[config.mk]
export PLATFORM = sky130hd
export DESIGN_NAME = rt_vector_sync
export DESIGN_NICKNAME = d
export VERILOG_FILES = /design/src/rtl/rt_mode_pkg.sv /design/src/rtl/rt_buf_if.sv /design/src/rtl/rt_buf_mem.sv /design/src/rtl/rt_vector_sync.sv
export SDC_FILE = /design/constraint.sdc
export NUM_CORES = 1
export LEC_CHECK = 0
export CAP_MARGIN = 15
export CORE_UTILIZATION = 68
export DETAILED_ROUTE_END_ITERATION = 7
export DONT_BUFFER_PORTS = 1
export GPL_TIMING_DRIVEN = 0
export PLACE_DENSITY = 0.85
export SYNTH_ARGS = -nofsm -noshare
export SYNTH_HDL_FRONTEND = slang
export SYNTH_SLANG_ARGS = --single-unit
[constraint.sdc]
create_clock -name ref_clk -period 4.4 [get_ports ref_clk]
set_input_delay 0.22 -clock ref_clk [delete_from_list [all_inputs] [get_ports ref_clk]]
set_output_delay 0.22 -clock ref_clk [all_outputs]
set_load 0.03 [all_outputs]
[src/rtl/rt_mode_pkg.sv]
// Overview of operation
// - mode 10000 with transmit bit means vector
// - good vector: clear ME, BCR; status plus vector
// - vector from buffer, or descriptor word 4
// - vector done: clear flags, toggle buffer, interrupt
// - broadcast vector: no status, error flags, interrupts
// - invalid or undefined-invalid command: ignore entirely
// - receive-bit form, not illegal: answer in form
// - receive-bit form, illegal: message error, illegal flag
// - data after vector: no status, count error
// - mode 10001 with transmit bit means synchronize
// - sync data stored in buffer or word 4
// - even load option loads word when bit0 zero
// - odd load option loads word when bit0 one
// - both options set: load every sync word
// - time-tag load completes before status goes out
package rt_mode_pkg;

  // register offsets on the host port
  localparam logic [15:0] CFG_OFS      = 16'h0017;
  localparam logic [15:0] IRQ_STAT_OFS = 16'h0018;
  localparam logic [15:0] IRQ_MASK_OFS = 16'h0019;
  localparam logic [15:0] ILL_TAB_OFS  = 16'h001A;
  localparam logic [15:0] DCW_OFS      = 16'h001B;
  localparam logic [15:0] MIW_OFS      = 16'h001C;
  localparam logic [15:0] TTAG_OFS     = 16'h001D;
  localparam logic [15:0] MEM_BASE_OFS = 16'h0020;
  localparam logic [15:0] MEM_LAST_OFS = 16'h0023;

  // configuration fields
  localparam int CFG_LOAD_EVEN = 0;
  localparam int CFG_LOAD_ODD  = 1;
  localparam int CFG_UMC_INV   = 2;
  localparam int CFG_SIMPLIFIED_MODE_COMMAND_PROCESSING      = 3;
  localparam int CFG_ADDR_LO   = 4;
  localparam int CFG_ADDR_HI   = 8;
  localparam logic [15:0] CFG_RESET = 16'h0000;

  // interrupt bits
  localparam int IRQ_WORD_ACC = 0;
  localparam int IRQ_BROADCAST_FLAG    = 1;
  localparam int IRQ_MSG_ERR  = 2;
  localparam int IRQ_ILL_CMD  = 3;
  localparam int IRQ_W        = 4;
  localparam logic [3:0] IRQ_RESET = 4'h0;

  // illegalization table bits, receive-bit forms
  localparam int ILL_VECTOR = 0;
  localparam int ILL_SYNC   = 1;
  localparam logic [1:0] ILL_RESET = 2'h0;

  // descriptor control word fields
  localparam int DCW_ACCESSED = 0;
  localparam int DCW_BROADCAST_FLAG    = 1;
  localparam int DCW_PINGPONG = 2;

  // message info word layout: iwderr,word_count_error,terminal_to_terminal_flag,illegal_command_flag,message_error_flag,receiving_bus_id
  localparam int MIW_W = 6;

  // command word layout and codes
  localparam int CW_TR = 10;
  localparam logic [4:0] MC_VECTOR  = 5'h10;
  localparam logic [4:0] MC_SYNC    = 5'h11;
  localparam logic [4:0] BROADCAST_FLAG_ADDR = 5'h1F;
  localparam logic [4:0] SA_MODE_LO = 5'h00;
  localparam logic [4:0] SA_MODE_HI = 5'h1F;

  // status word bits
  localparam int SW_ME  = 10;
  localparam int SW_BCR = 4;

  // buffer memory: two ping-pong words, then descriptor word 4
  localparam int MEM_AW = 2;
  localparam logic [1:0] MEM_DESC4 = 2'h2;

  typedef enum logic [1:0] {
    ST_IDLE   = 2'b00,
    ST_WAIT   = 2'b01,
    ST_FETCH  = 2'b11,
    ST_FINISH = 2'b10
  } fsm_t;

endpackage : rt_mode_pkg

[src/rtl/rt_buf_if.sv]
`timescale 1ns/1ns
`default_nettype none
interface rt_buf_if #(
  parameter int AW = 2,
  parameter int DW = 16
);
  logic          a_we;
  logic [AW-1:0] a_addr;
  logic [DW-1:0] a_wdata;
  logic [DW-1:0] a_rdata;
  logic          b_we;
  logic [AW-1:0] b_addr;
  logic [DW-1:0] b_wdata;
  logic [DW-1:0] b_rdata;

  modport ctrl (
    output a_we, a_addr, a_wdata, b_we, b_addr, b_wdata,
    input  a_rdata, b_rdata
  );
  modport store (
    input  a_we, a_addr, a_wdata, b_we, b_addr, b_wdata,
    output a_rdata, b_rdata
  );
endinterface : rt_buf_if
`default_nettype wire

[src/rtl/rt_buf_mem.sv]
`timescale 1ns/1ns
`default_nettype none
module rt_buf_mem #(
  parameter int AW = 2,
  parameter int DW = 16
) (
  input wire logic ref_clk,
  input wire logic srst,
  rt_buf_if.store  bus
);
  logic [DW-1:0] mem [2**AW];

  // port b is the terminal's side and wins a write clash
  always_ff @(posedge ref_clk) begin
    if (bus.a_we && !(bus.b_we && bus.b_addr == bus.a_addr)) begin
      mem[bus.a_addr] <= bus.a_wdata;
    end
    if (bus.b_we) begin
      mem[bus.b_addr] <= bus.b_wdata;
    end
  end

  always_ff @(posedge ref_clk) begin
    if (srst) begin
      bus.a_rdata <= '0;
      bus.b_rdata <= '0;
    end else begin
      bus.a_rdata <= mem[bus.a_addr];
      bus.b_rdata <= mem[bus.b_addr];
    end
  end
endmodule : rt_buf_mem
`default_nettype wire

[src/rtl/rt_vector_sync.sv]
`timescale 1ns/1ns
`default_nettype none
module rt_vector_sync #(
  parameter int DW = 16
) (
  input  wire logic          ref_clk,
  input  wire logic          srst,
  input  wire logic [15:0]   reg_addr,
  input  wire logic [15:0]   reg_wdata,
  input  wire logic          reg_wr,
  input  wire logic          reg_rd,
  output logic [15:0]        reg_rdata,
  input  wire logic          cmd_strobe,
  input  wire logic [15:0]   cmd_word,
  input  wire logic          cmd_ok,
  input  wire logic          cmd_bus,
  input  wire logic          data_strobe,
  input  wire logic [DW-1:0] data_word,
  input  wire logic          data_ok,
  input  wire logic          msg_end,
  output logic               status_tx,
  output logic [15:0]        status_word,
  output logic               vector_tx,
  output logic [DW-1:0]      vector_word,
  output logic [15:0]        time_tag,
  output logic               irq
);

  typedef struct packed {
    rt_mode_pkg::fsm_t st;
    logic              is_vec;
    logic              tr;
    logic              bc;
    logic              bus;
    logic              resp;
    logic              fetch;
    logic              me;
    logic              descriptor_accessed_flag_v;
    logic              broadcast_flag_v;
    logic              message_error_flag;
    logic              illegal_command_flag;
    logic              wct;
    logic              iwd;
    logic [3:0]        ev;
    logic [15:0]       cfg;
    logic [3:0]        mask;
    logic [3:0]        istat;
    logic [1:0]        illtab;
    logic              descriptor_accessed_flag;
    logic              broadcast_flag;
    logic              pingpong_buffer_select;
    logic [5:0]        miw;
    logic [15:0]       ttag;
    logic              sme;
    logic              sbcr;
    logic              stx;
    logic              vtx;
    logic [DW-1:0]     vword;
    logic [15:0]       rdata;
    logic              rd_mem;
  } state_t;

  state_t s_r;
  state_t s_nxt;

  rt_buf_if #(.AW(rt_mode_pkg::MEM_AW), .DW(DW)) buf_port ();

  rt_buf_mem #(.AW(rt_mode_pkg::MEM_AW), .DW(DW)) u_mem (
    .ref_clk (ref_clk),
    .srst    (srst),
    .bus     (buf_port.store)
  );

  logic [4:0]                     own_addr;
  logic [4:0]                     cmd_rt;
  logic [4:0]                     cmd_sa;
  logic [4:0]                     cmd_code;
  logic                           addressed;
  logic                           mode_cmd;
  logic                           known;
  logic                           host_mem;
  logic [rt_mode_pkg::MEM_AW-1:0] buf_sel;
  logic [3:0]                     clr;
  logic [3:0]                     ev_now;
  logic                           ttag_hit;

  assign own_addr  = s_r.cfg[rt_mode_pkg::CFG_ADDR_HI:
                             rt_mode_pkg::CFG_ADDR_LO];
  assign cmd_rt    = cmd_word[15:11];
  assign cmd_sa    = cmd_word[9:5];
  assign cmd_code  = cmd_word[4:0];
  assign addressed = (cmd_rt == own_addr) ||
                     (cmd_rt == rt_mode_pkg::BROADCAST_FLAG_ADDR);
  assign mode_cmd  = (cmd_sa == rt_mode_pkg::SA_MODE_LO) ||
                     (cmd_sa == rt_mode_pkg::SA_MODE_HI);
  assign known     = (cmd_code == rt_mode_pkg::MC_VECTOR) ||
                     (cmd_code == rt_mode_pkg::MC_SYNC);
  assign host_mem  = (reg_addr >= rt_mode_pkg::MEM_BASE_OFS) &&
                     (reg_addr <= rt_mode_pkg::MEM_LAST_OFS);

  // simplified processing keeps the word in descriptor word 4
  assign buf_sel = s_r.cfg[rt_mode_pkg::CFG_SIMPLIFIED_MODE_COMMAND_PROCESSING] ?
                   rt_mode_pkg::MEM_DESC4 : {1'b0, s_r.pingpong_buffer_select};

  // either option bit matching bit 0 loads; both set loads all
  assign ttag_hit =
    (s_r.cfg[rt_mode_pkg::CFG_LOAD_EVEN] && !data_word[0]) ||
    (s_r.cfg[rt_mode_pkg::CFG_LOAD_ODD]  &&  data_word[0]);

  assign clr = (reg_wr && reg_addr == rt_mode_pkg::IRQ_STAT_OFS) ?
               reg_wdata[3:0] : 4'h0;

  always_comb begin
    s_nxt     = s_r;
    s_nxt.stx = 1'b0;
    s_nxt.vtx = 1'b0;
    s_nxt.ttag = s_r.ttag + 16'h0001;
    ev_now    = 4'h0;

    buf_port.a_we    = 1'b0;
    buf_port.a_addr  = reg_addr[rt_mode_pkg::MEM_AW-1:0];
    buf_port.a_wdata = reg_wdata[DW-1:0];
    buf_port.b_we    = 1'b0;
    buf_port.b_addr  = buf_sel;
    buf_port.b_wdata = data_word;

    // host writes
    if (reg_wr) begin
      if (reg_addr == rt_mode_pkg::CFG_OFS) begin
        s_nxt.cfg = reg_wdata;
      end else if (reg_addr == rt_mode_pkg::IRQ_MASK_OFS) begin
        s_nxt.mask = reg_wdata[3:0];
      end else if (reg_addr == rt_mode_pkg::ILL_TAB_OFS) begin
        s_nxt.illtab = reg_wdata[1:0];
      end else if (reg_addr == rt_mode_pkg::DCW_OFS) begin
        s_nxt.pingpong_buffer_select = reg_wdata[rt_mode_pkg::DCW_PINGPONG];
      end else if (host_mem) begin
        buf_port.a_we = 1'b1;
      end
    end

    // host reads, answered in the next cycle
    s_nxt.rdata  = 16'h0000;
    s_nxt.rd_mem = 1'b0;
    if (reg_rd) begin
      if (reg_addr == rt_mode_pkg::CFG_OFS) begin
        s_nxt.rdata = s_r.cfg;
      end else if (reg_addr == rt_mode_pkg::IRQ_STAT_OFS) begin
        s_nxt.rdata = {12'h000, s_r.istat};
      end else if (reg_addr == rt_mode_pkg::IRQ_MASK_OFS) begin
        s_nxt.rdata = {12'h000, s_r.mask};
      end else if (reg_addr == rt_mode_pkg::ILL_TAB_OFS) begin
        s_nxt.rdata = {14'h0000, s_r.illtab};
      end else if (reg_addr == rt_mode_pkg::DCW_OFS) begin
        s_nxt.rdata = {13'h0000, s_r.pingpong_buffer_select, s_r.broadcast_flag, s_r.descriptor_accessed_flag};
      end else if (reg_addr == rt_mode_pkg::MIW_OFS) begin
        s_nxt.rdata = {10'h000, s_r.miw};
      end else if (reg_addr == rt_mode_pkg::TTAG_OFS) begin
        s_nxt.rdata = s_r.ttag;
      end else if (host_mem) begin
        s_nxt.rd_mem = 1'b1;
      end
    end

    case (s_r.st)
      rt_mode_pkg::ST_IDLE: begin
        // invalid words and undefined-invalid receive forms leave no trace
        if (cmd_strobe && cmd_ok && addressed && mode_cmd && known &&
            !(!cmd_word[rt_mode_pkg::CW_TR] &&
              s_r.cfg[rt_mode_pkg::CFG_UMC_INV])) begin
          s_nxt.st     = rt_mode_pkg::ST_WAIT;
          s_nxt.is_vec = (cmd_code == rt_mode_pkg::MC_VECTOR);
          s_nxt.tr     = cmd_word[rt_mode_pkg::CW_TR];
          s_nxt.bc     = (cmd_rt == rt_mode_pkg::BROADCAST_FLAG_ADDR);
          s_nxt.bus    = cmd_bus;
        end
      end

      rt_mode_pkg::ST_WAIT: begin
        // error defaults, cleared by the good outcomes below
        s_nxt.resp    = 1'b0;
        s_nxt.fetch   = 1'b0;
        s_nxt.me      = 1'b1;
        s_nxt.descriptor_accessed_flag_v  = 1'b1;
        s_nxt.broadcast_flag_v = s_r.bc;
        s_nxt.message_error_flag    = 1'b1;
        s_nxt.illegal_command_flag   = 1'b0;
        s_nxt.wct     = 1'b0;
        s_nxt.iwd     = 1'b0;
        s_nxt.ev      = 4'h0;
        s_nxt.ev[rt_mode_pkg::IRQ_WORD_ACC] = 1'b1;
        s_nxt.ev[rt_mode_pkg::IRQ_BROADCAST_FLAG]    = s_r.bc;
        s_nxt.ev[rt_mode_pkg::IRQ_MSG_ERR]  = 1'b1;
        if (data_strobe) begin
          s_nxt.st = rt_mode_pkg::ST_FINISH;
          if (!s_r.is_vec && s_r.tr) begin
            if (data_ok) begin
              buf_port.b_we = 1'b1;
              if (ttag_hit) begin
                // loaded here, status leaves a cycle later
                s_nxt.ttag = data_word[15:0];
              end
              s_nxt.resp    = !s_r.bc;
              s_nxt.me      = 1'b0;
              s_nxt.descriptor_accessed_flag_v  = 1'b0;
              s_nxt.broadcast_flag_v = 1'b0;
              s_nxt.message_error_flag    = 1'b0;
              s_nxt.ev      = 4'h0;
              s_nxt.ev[rt_mode_pkg::IRQ_WORD_ACC] = 1'b1;
            end else begin
              s_nxt.iwd = 1'b1;
            end
          end else begin
            // word after a command that takes none
            s_nxt.broadcast_flag_v = 1'b0;
            s_nxt.wct     = 1'b1;
          end
        end else if (msg_end) begin
          s_nxt.st = rt_mode_pkg::ST_FINISH;
          if (!s_r.is_vec && s_r.tr) begin
            // sync command that never got its data word
            s_nxt.broadcast_flag_v = 1'b0;
            s_nxt.wct     = 1'b1;
          end else if (s_r.tr) begin
            if (!s_r.bc) begin
              s_nxt.st      = rt_mode_pkg::ST_FETCH;
              s_nxt.resp    = 1'b1;
              s_nxt.fetch   = 1'b1;
              s_nxt.me      = 1'b0;
              s_nxt.descriptor_accessed_flag_v  = 1'b0;
              s_nxt.broadcast_flag_v = 1'b0;
              s_nxt.message_error_flag    = 1'b0;
              s_nxt.ev      = 4'h0;
              s_nxt.ev[rt_mode_pkg::IRQ_WORD_ACC] = 1'b1;
            end
            // broadcast vector keeps the error defaults
          end else begin
            s_nxt.resp = !s_r.bc;
            if (s_r.illtab[s_r.is_vec ? rt_mode_pkg::ILL_VECTOR :
                                        rt_mode_pkg::ILL_SYNC]) begin
              s_nxt.illegal_command_flag = 1'b1;
              s_nxt.ev[rt_mode_pkg::IRQ_MSG_ERR] = 1'b0;
              s_nxt.ev[rt_mode_pkg::IRQ_ILL_CMD] = 1'b1;
            end else begin
              s_nxt.me   = 1'b0;
              s_nxt.message_error_flag = 1'b0;
              s_nxt.ev[rt_mode_pkg::IRQ_MSG_ERR] = 1'b0;
            end
          end
        end else if (cmd_strobe) begin
          // a fresh command ends the one pending, which is dropped
          s_nxt.st = rt_mode_pkg::ST_IDLE;
        end
      end

      rt_mode_pkg::ST_FETCH: begin
        // buffer word read at the msg_end edge is ready now
        s_nxt.vword = buf_port.b_rdata;
        s_nxt.st    = rt_mode_pkg::ST_FINISH;
      end

      rt_mode_pkg::ST_FINISH: begin
        s_nxt.stx   = s_r.resp;
        s_nxt.vtx   = s_r.resp && s_r.fetch;
        s_nxt.sme   = s_r.me;
        s_nxt.sbcr  = s_r.bc;
        s_nxt.descriptor_accessed_flag  = s_r.descriptor_accessed_flag_v;
        s_nxt.broadcast_flag = s_r.broadcast_flag_v;
        s_nxt.pingpong_buffer_select   = ~s_r.pingpong_buffer_select;
        s_nxt.miw   = {s_r.iwd, s_r.wct, 1'b0,
                       s_r.illegal_command_flag, s_r.message_error_flag, s_r.bus};
        ev_now      = s_r.ev;
        s_nxt.st    = rt_mode_pkg::ST_IDLE;
      end

      default: begin
        s_nxt.st = rt_mode_pkg::ST_IDLE;
      end
    endcase

    // a new event outweighs a clear in the same cycle
    s_nxt.istat = (s_r.istat & ~clr) | ev_now;
  end

  always_ff @(posedge ref_clk) begin
    if (srst) begin
      s_r        <= '0;
      s_r.st     <= rt_mode_pkg::ST_IDLE;
      s_r.cfg    <= rt_mode_pkg::CFG_RESET;
      s_r.mask   <= rt_mode_pkg::IRQ_RESET;
      s_r.istat  <= rt_mode_pkg::IRQ_RESET;
      s_r.illtab <= rt_mode_pkg::ILL_RESET;
    end else begin
      s_r <= s_nxt;
    end
  end

  assign reg_rdata   = s_r.rd_mem ? buf_port.a_rdata : s_r.rdata;
  assign status_tx   = s_r.stx;
  assign status_word = {own_addr, s_r.sme, 5'h00, s_r.sbcr, 4'h0};
  assign vector_tx   = s_r.vtx;
  assign vector_word = s_r.vword;
  assign time_tag    = s_r.ttag;
  assign irq         = |(s_r.istat & s_r.mask);

endmodule : rt_vector_sync
`default_nettype wire

==> flow_summary_export.csv <==
group,metric,value,unit
global_route,grt_pass1_wl,39800,µm
timing,final.setup.tns,0,ns
synthesis,synth_top_area_share,29.5,%
floorplan,fp.dieW,118,µm
synthesis,synth_most_common_cell,"dfxtp_1",
floorplan,num_rows,42,
cts,htree_num_levels,4,
detailed_routing,wl_per_cell,23.4,µm
cts,cts_tree,"done",
global_route,overflow,0,
timing,hold_viol_final,0,
power,comb_power_share,5.5,%
power,p_total,0.00375,W
finish,final_cell_area,10500,µm²
synthesis,synth.distinct_cells,63,
power,p_sw,0.000822,W
synthesis,synth_cells,896,
status,outcome,"finished, final reports clean",
synthesis,synth-edff-count,64,
worst_setup_path,worstSetupPathType,"reg2reg",
global_route,grtUsageTotal,38.3,%
placed_design,placed_area,9430,µm²
timing,worstMarginPinSlew,1.08,ns
detailed_routing,firstDrtPassIters,8,
detailed_routing,drc,0,
synthesis,seq_area_frac_synth,50.5,%
power,powerDensity,357,nW/µm²
cts,insertion_delay,0.45,ns
synthesis,syn-mean-instance-area,10.2,µm²
detailed_routing,ant_nets,0,
timing,drv_slew,0,
finish,final_nets,1043,
cts,cts_resized,0,
power,vdd_ir_drop_max,0.292,mV
synthesis,synthFlopType,"dfxtp_1",
global_route,antenna_found_initial,3,
timing,slew-limit-headroom,28.0,%
placed_design,place.port_buffers,0,
finish,final_cell_count_no_fill,1162,
global_route,grt_pass1_vias,7227,
floorplan,core,13200,µm²
cts,clkTransAtPathRegs,0.07,ns
floorplan,dieHeight,118,µm
power,p_leak,3.69,nW
timing,timing.fmax,0.371,GHz
timing,rsz0062_at_grt,"no",
synthesis,syn-cell-area,9150,µm²
floorplan,pin_count,141,
cts,ctsRootBufferMaster,"clkbuf_16",
placed_design,place.gp.congestion,0.977,
worst_setup_path,end_kind,"register",
timing,setup_viol,0,
job,drv_cap,0,
synthesis,synth_seq_cells,199,
power,seqPwrFrac,51.0,%
detailed_routing,drt_wl_total,27100,µm
power,switching_share,21.9,%
cts,numCtsBuffers,17,
timing,fin_crit,2.69,ns
worst_setup_path,cp_data_arrival_time,2.76,ns
placed_design,dpl.hpwl,16800,µm
worst_hold_path,hp-class,"in2reg",
timing,period_share,61.2,%
floorplan,initial_core_util,69.4,%
finish,fin_util,79.7,%
detailed_routing,drtIter0Drc,1090,
worst_setup_path,required,4.47,ns
worst_setup_path,start_kind,"register",
finish,area_delta_synth_final,14.8,%
global_route,grt_max_degree,17,
cts,clock_path_buffers,2,
synthesis,ys_top_cells_by_count,"135 x dfxtp_1, 119 x nand2_1, 81 x a21oi_1, 81 x nor2_1",
finish,drive_above_1_share,19.4,%
power,power_frac_clock,43.5,%
synthesis,yosysWarnings,0,
detailed_routing,vias,7630,
power,p_int,0.00293,W
floorplan,die_area,13900,µm²
cts,numClockSinks,199,
synthesis,synth_area_leaders,"dfxtp_1 30%, edfxtp_1 21%, mux2_2 7.9%",
detailed_routing,avgViaCountPerCell,6.57,
timing,finalClockSkew,0.0188,ns
worst_setup_path,crit_fanout,16,
placed_design,placedCellCount,1080,
synthesis,async_reset_ff_share,0,%
synthesis,synth.largest_area_cell,"dfxtp_1",
## cell usage in the layout (no fill, tap or decap), drive strengths merged, types with 3 or more instances in the layout
master	count
and4	3
buf	73
o211ai	3
diode	5
nor2b	8
nor2	81
xor2	9
dfxtp	135
a22oi	13
mux2	66
mux2i	28
inv	9
nand3	18
edfxtp	64
mux4	16
nor4	4
dlygate4sd3	45
conb	9
and3	5
nor3	11
a211oi	18
o21ai	15
or4	3
xnor2	11
and2	20
nand4	7
clkbuf	64
a21oi	81
clkinv	6
nand2b	6
nand2	119
## state kept, by name (all words and copies together), names as in the netlist
register	flops
time_tag	16
status_word	6
status_tx	1
u_mem.mem	64
vector_tx	1
u_mem.bus.b_rdata	16
s_r	63
u_mem.bus.a_rdata	16
vector_word	16
## critical path, stage by stage, from the launching register on
cell and delay, ns:
dfxtp_1 0.45, nand4b_1 0.27, nor2_1 0.39, nand2_1 0.42, buf_2 0.36, o21ai_2 0.41
## power groups by stage
stage	Clock (W)	Sequential (W)	Combinational (W)
floorplan	0	0.00195	0.000120
global placement	0	0.00195	0.000144
detailed placement	0	0.00196	0.000147
CTS	0.00161	0.00191	0.000190
global route	0.00169	0.00191	0.000214
finish	0.00163	0.00191	0.000206
## cell families (layout without fill, tap and decap cells)
logic type,count (synthesis),in the layout,share of synthesized area [%]
multiplexers,110,110,15.3
AND/OR/NAND/NOR,296,296,15.2
XOR/XNOR,20,20,1.91
flip-flops,199,199,50.5
adder cells (fa/ha/maj),1,1,0.137
other,1,14,0.0410
AO/OA/AOI/OAI,147,147,9.65
buffers and inverters,122,199,7.29
## routing by layer
metal,wire length [µm],up-vias,global-route usage (%),part of all wire (%)
li1,-,3243,-,-
met1,9080,3485,46.2,33
met2,12300,728,59.9,45
met3,4050,172,12.6,15
met4,1730,2,22.8,6.4
met5,11,-,0,0.041
## path summary, 6_finish.rpt
path / slack, ns / endpoint / cells past startpoint / start
hold / removal: 0.001 / s_r[62]$_SDFFE_PP0P_ / 2 / reg_wdata[0]
setup / recovery: 1.71 / u_mem.mem[2][9]$_DFFE_PP_ / 5 / s_r[103]$_SDFFE_PP0P_
hold reg to reg: 0.43 / vector_word[13]$_SDFFE_PP0P_ / 2 / u_mem.bus.b_rdata[13]$_SDFF_PP0_
setup reg to reg: 1.71 / u_mem.mem[2][9]$_DFFE_PP_ / 5 / s_r[103]$_SDFFE_PP0P_
## cell type report
| cell class | count | area [µm²] |
|---|---|---|
| flip-flops and latches | 199 | 4620 |
| multi-input cells | 583 | 3910 |
| fillers | 784 | 2680 |
| plain buffers | 115 | 641 |
| clock buffers | 22 | 505 |
| repair buffers | 45 | 450 |
| well taps | 176 | 220 |
| clock inverters | 10 | 114 |
| inverters | 7 | 26.3 |
| diodes | 5 | 12.5 |
## per-stage QoR
step / worst slack, ns / hold WS [ns]
final: 1.71 / 0.00146
after global routing: 1.63 / 0.000117
after CTS: 1.81 / 0.000140
after detailed placement: 1.77 / 0.369
after global placement: 0.596 / 0.362
after floorplan: 1.61 / 0.360
## what timing repair did
action	in CTS	in global routing
endpoints found under the hold margin	78	5
hold buffers	40	5
setup buffers	0	0
(Power assumes the default switching activity.)
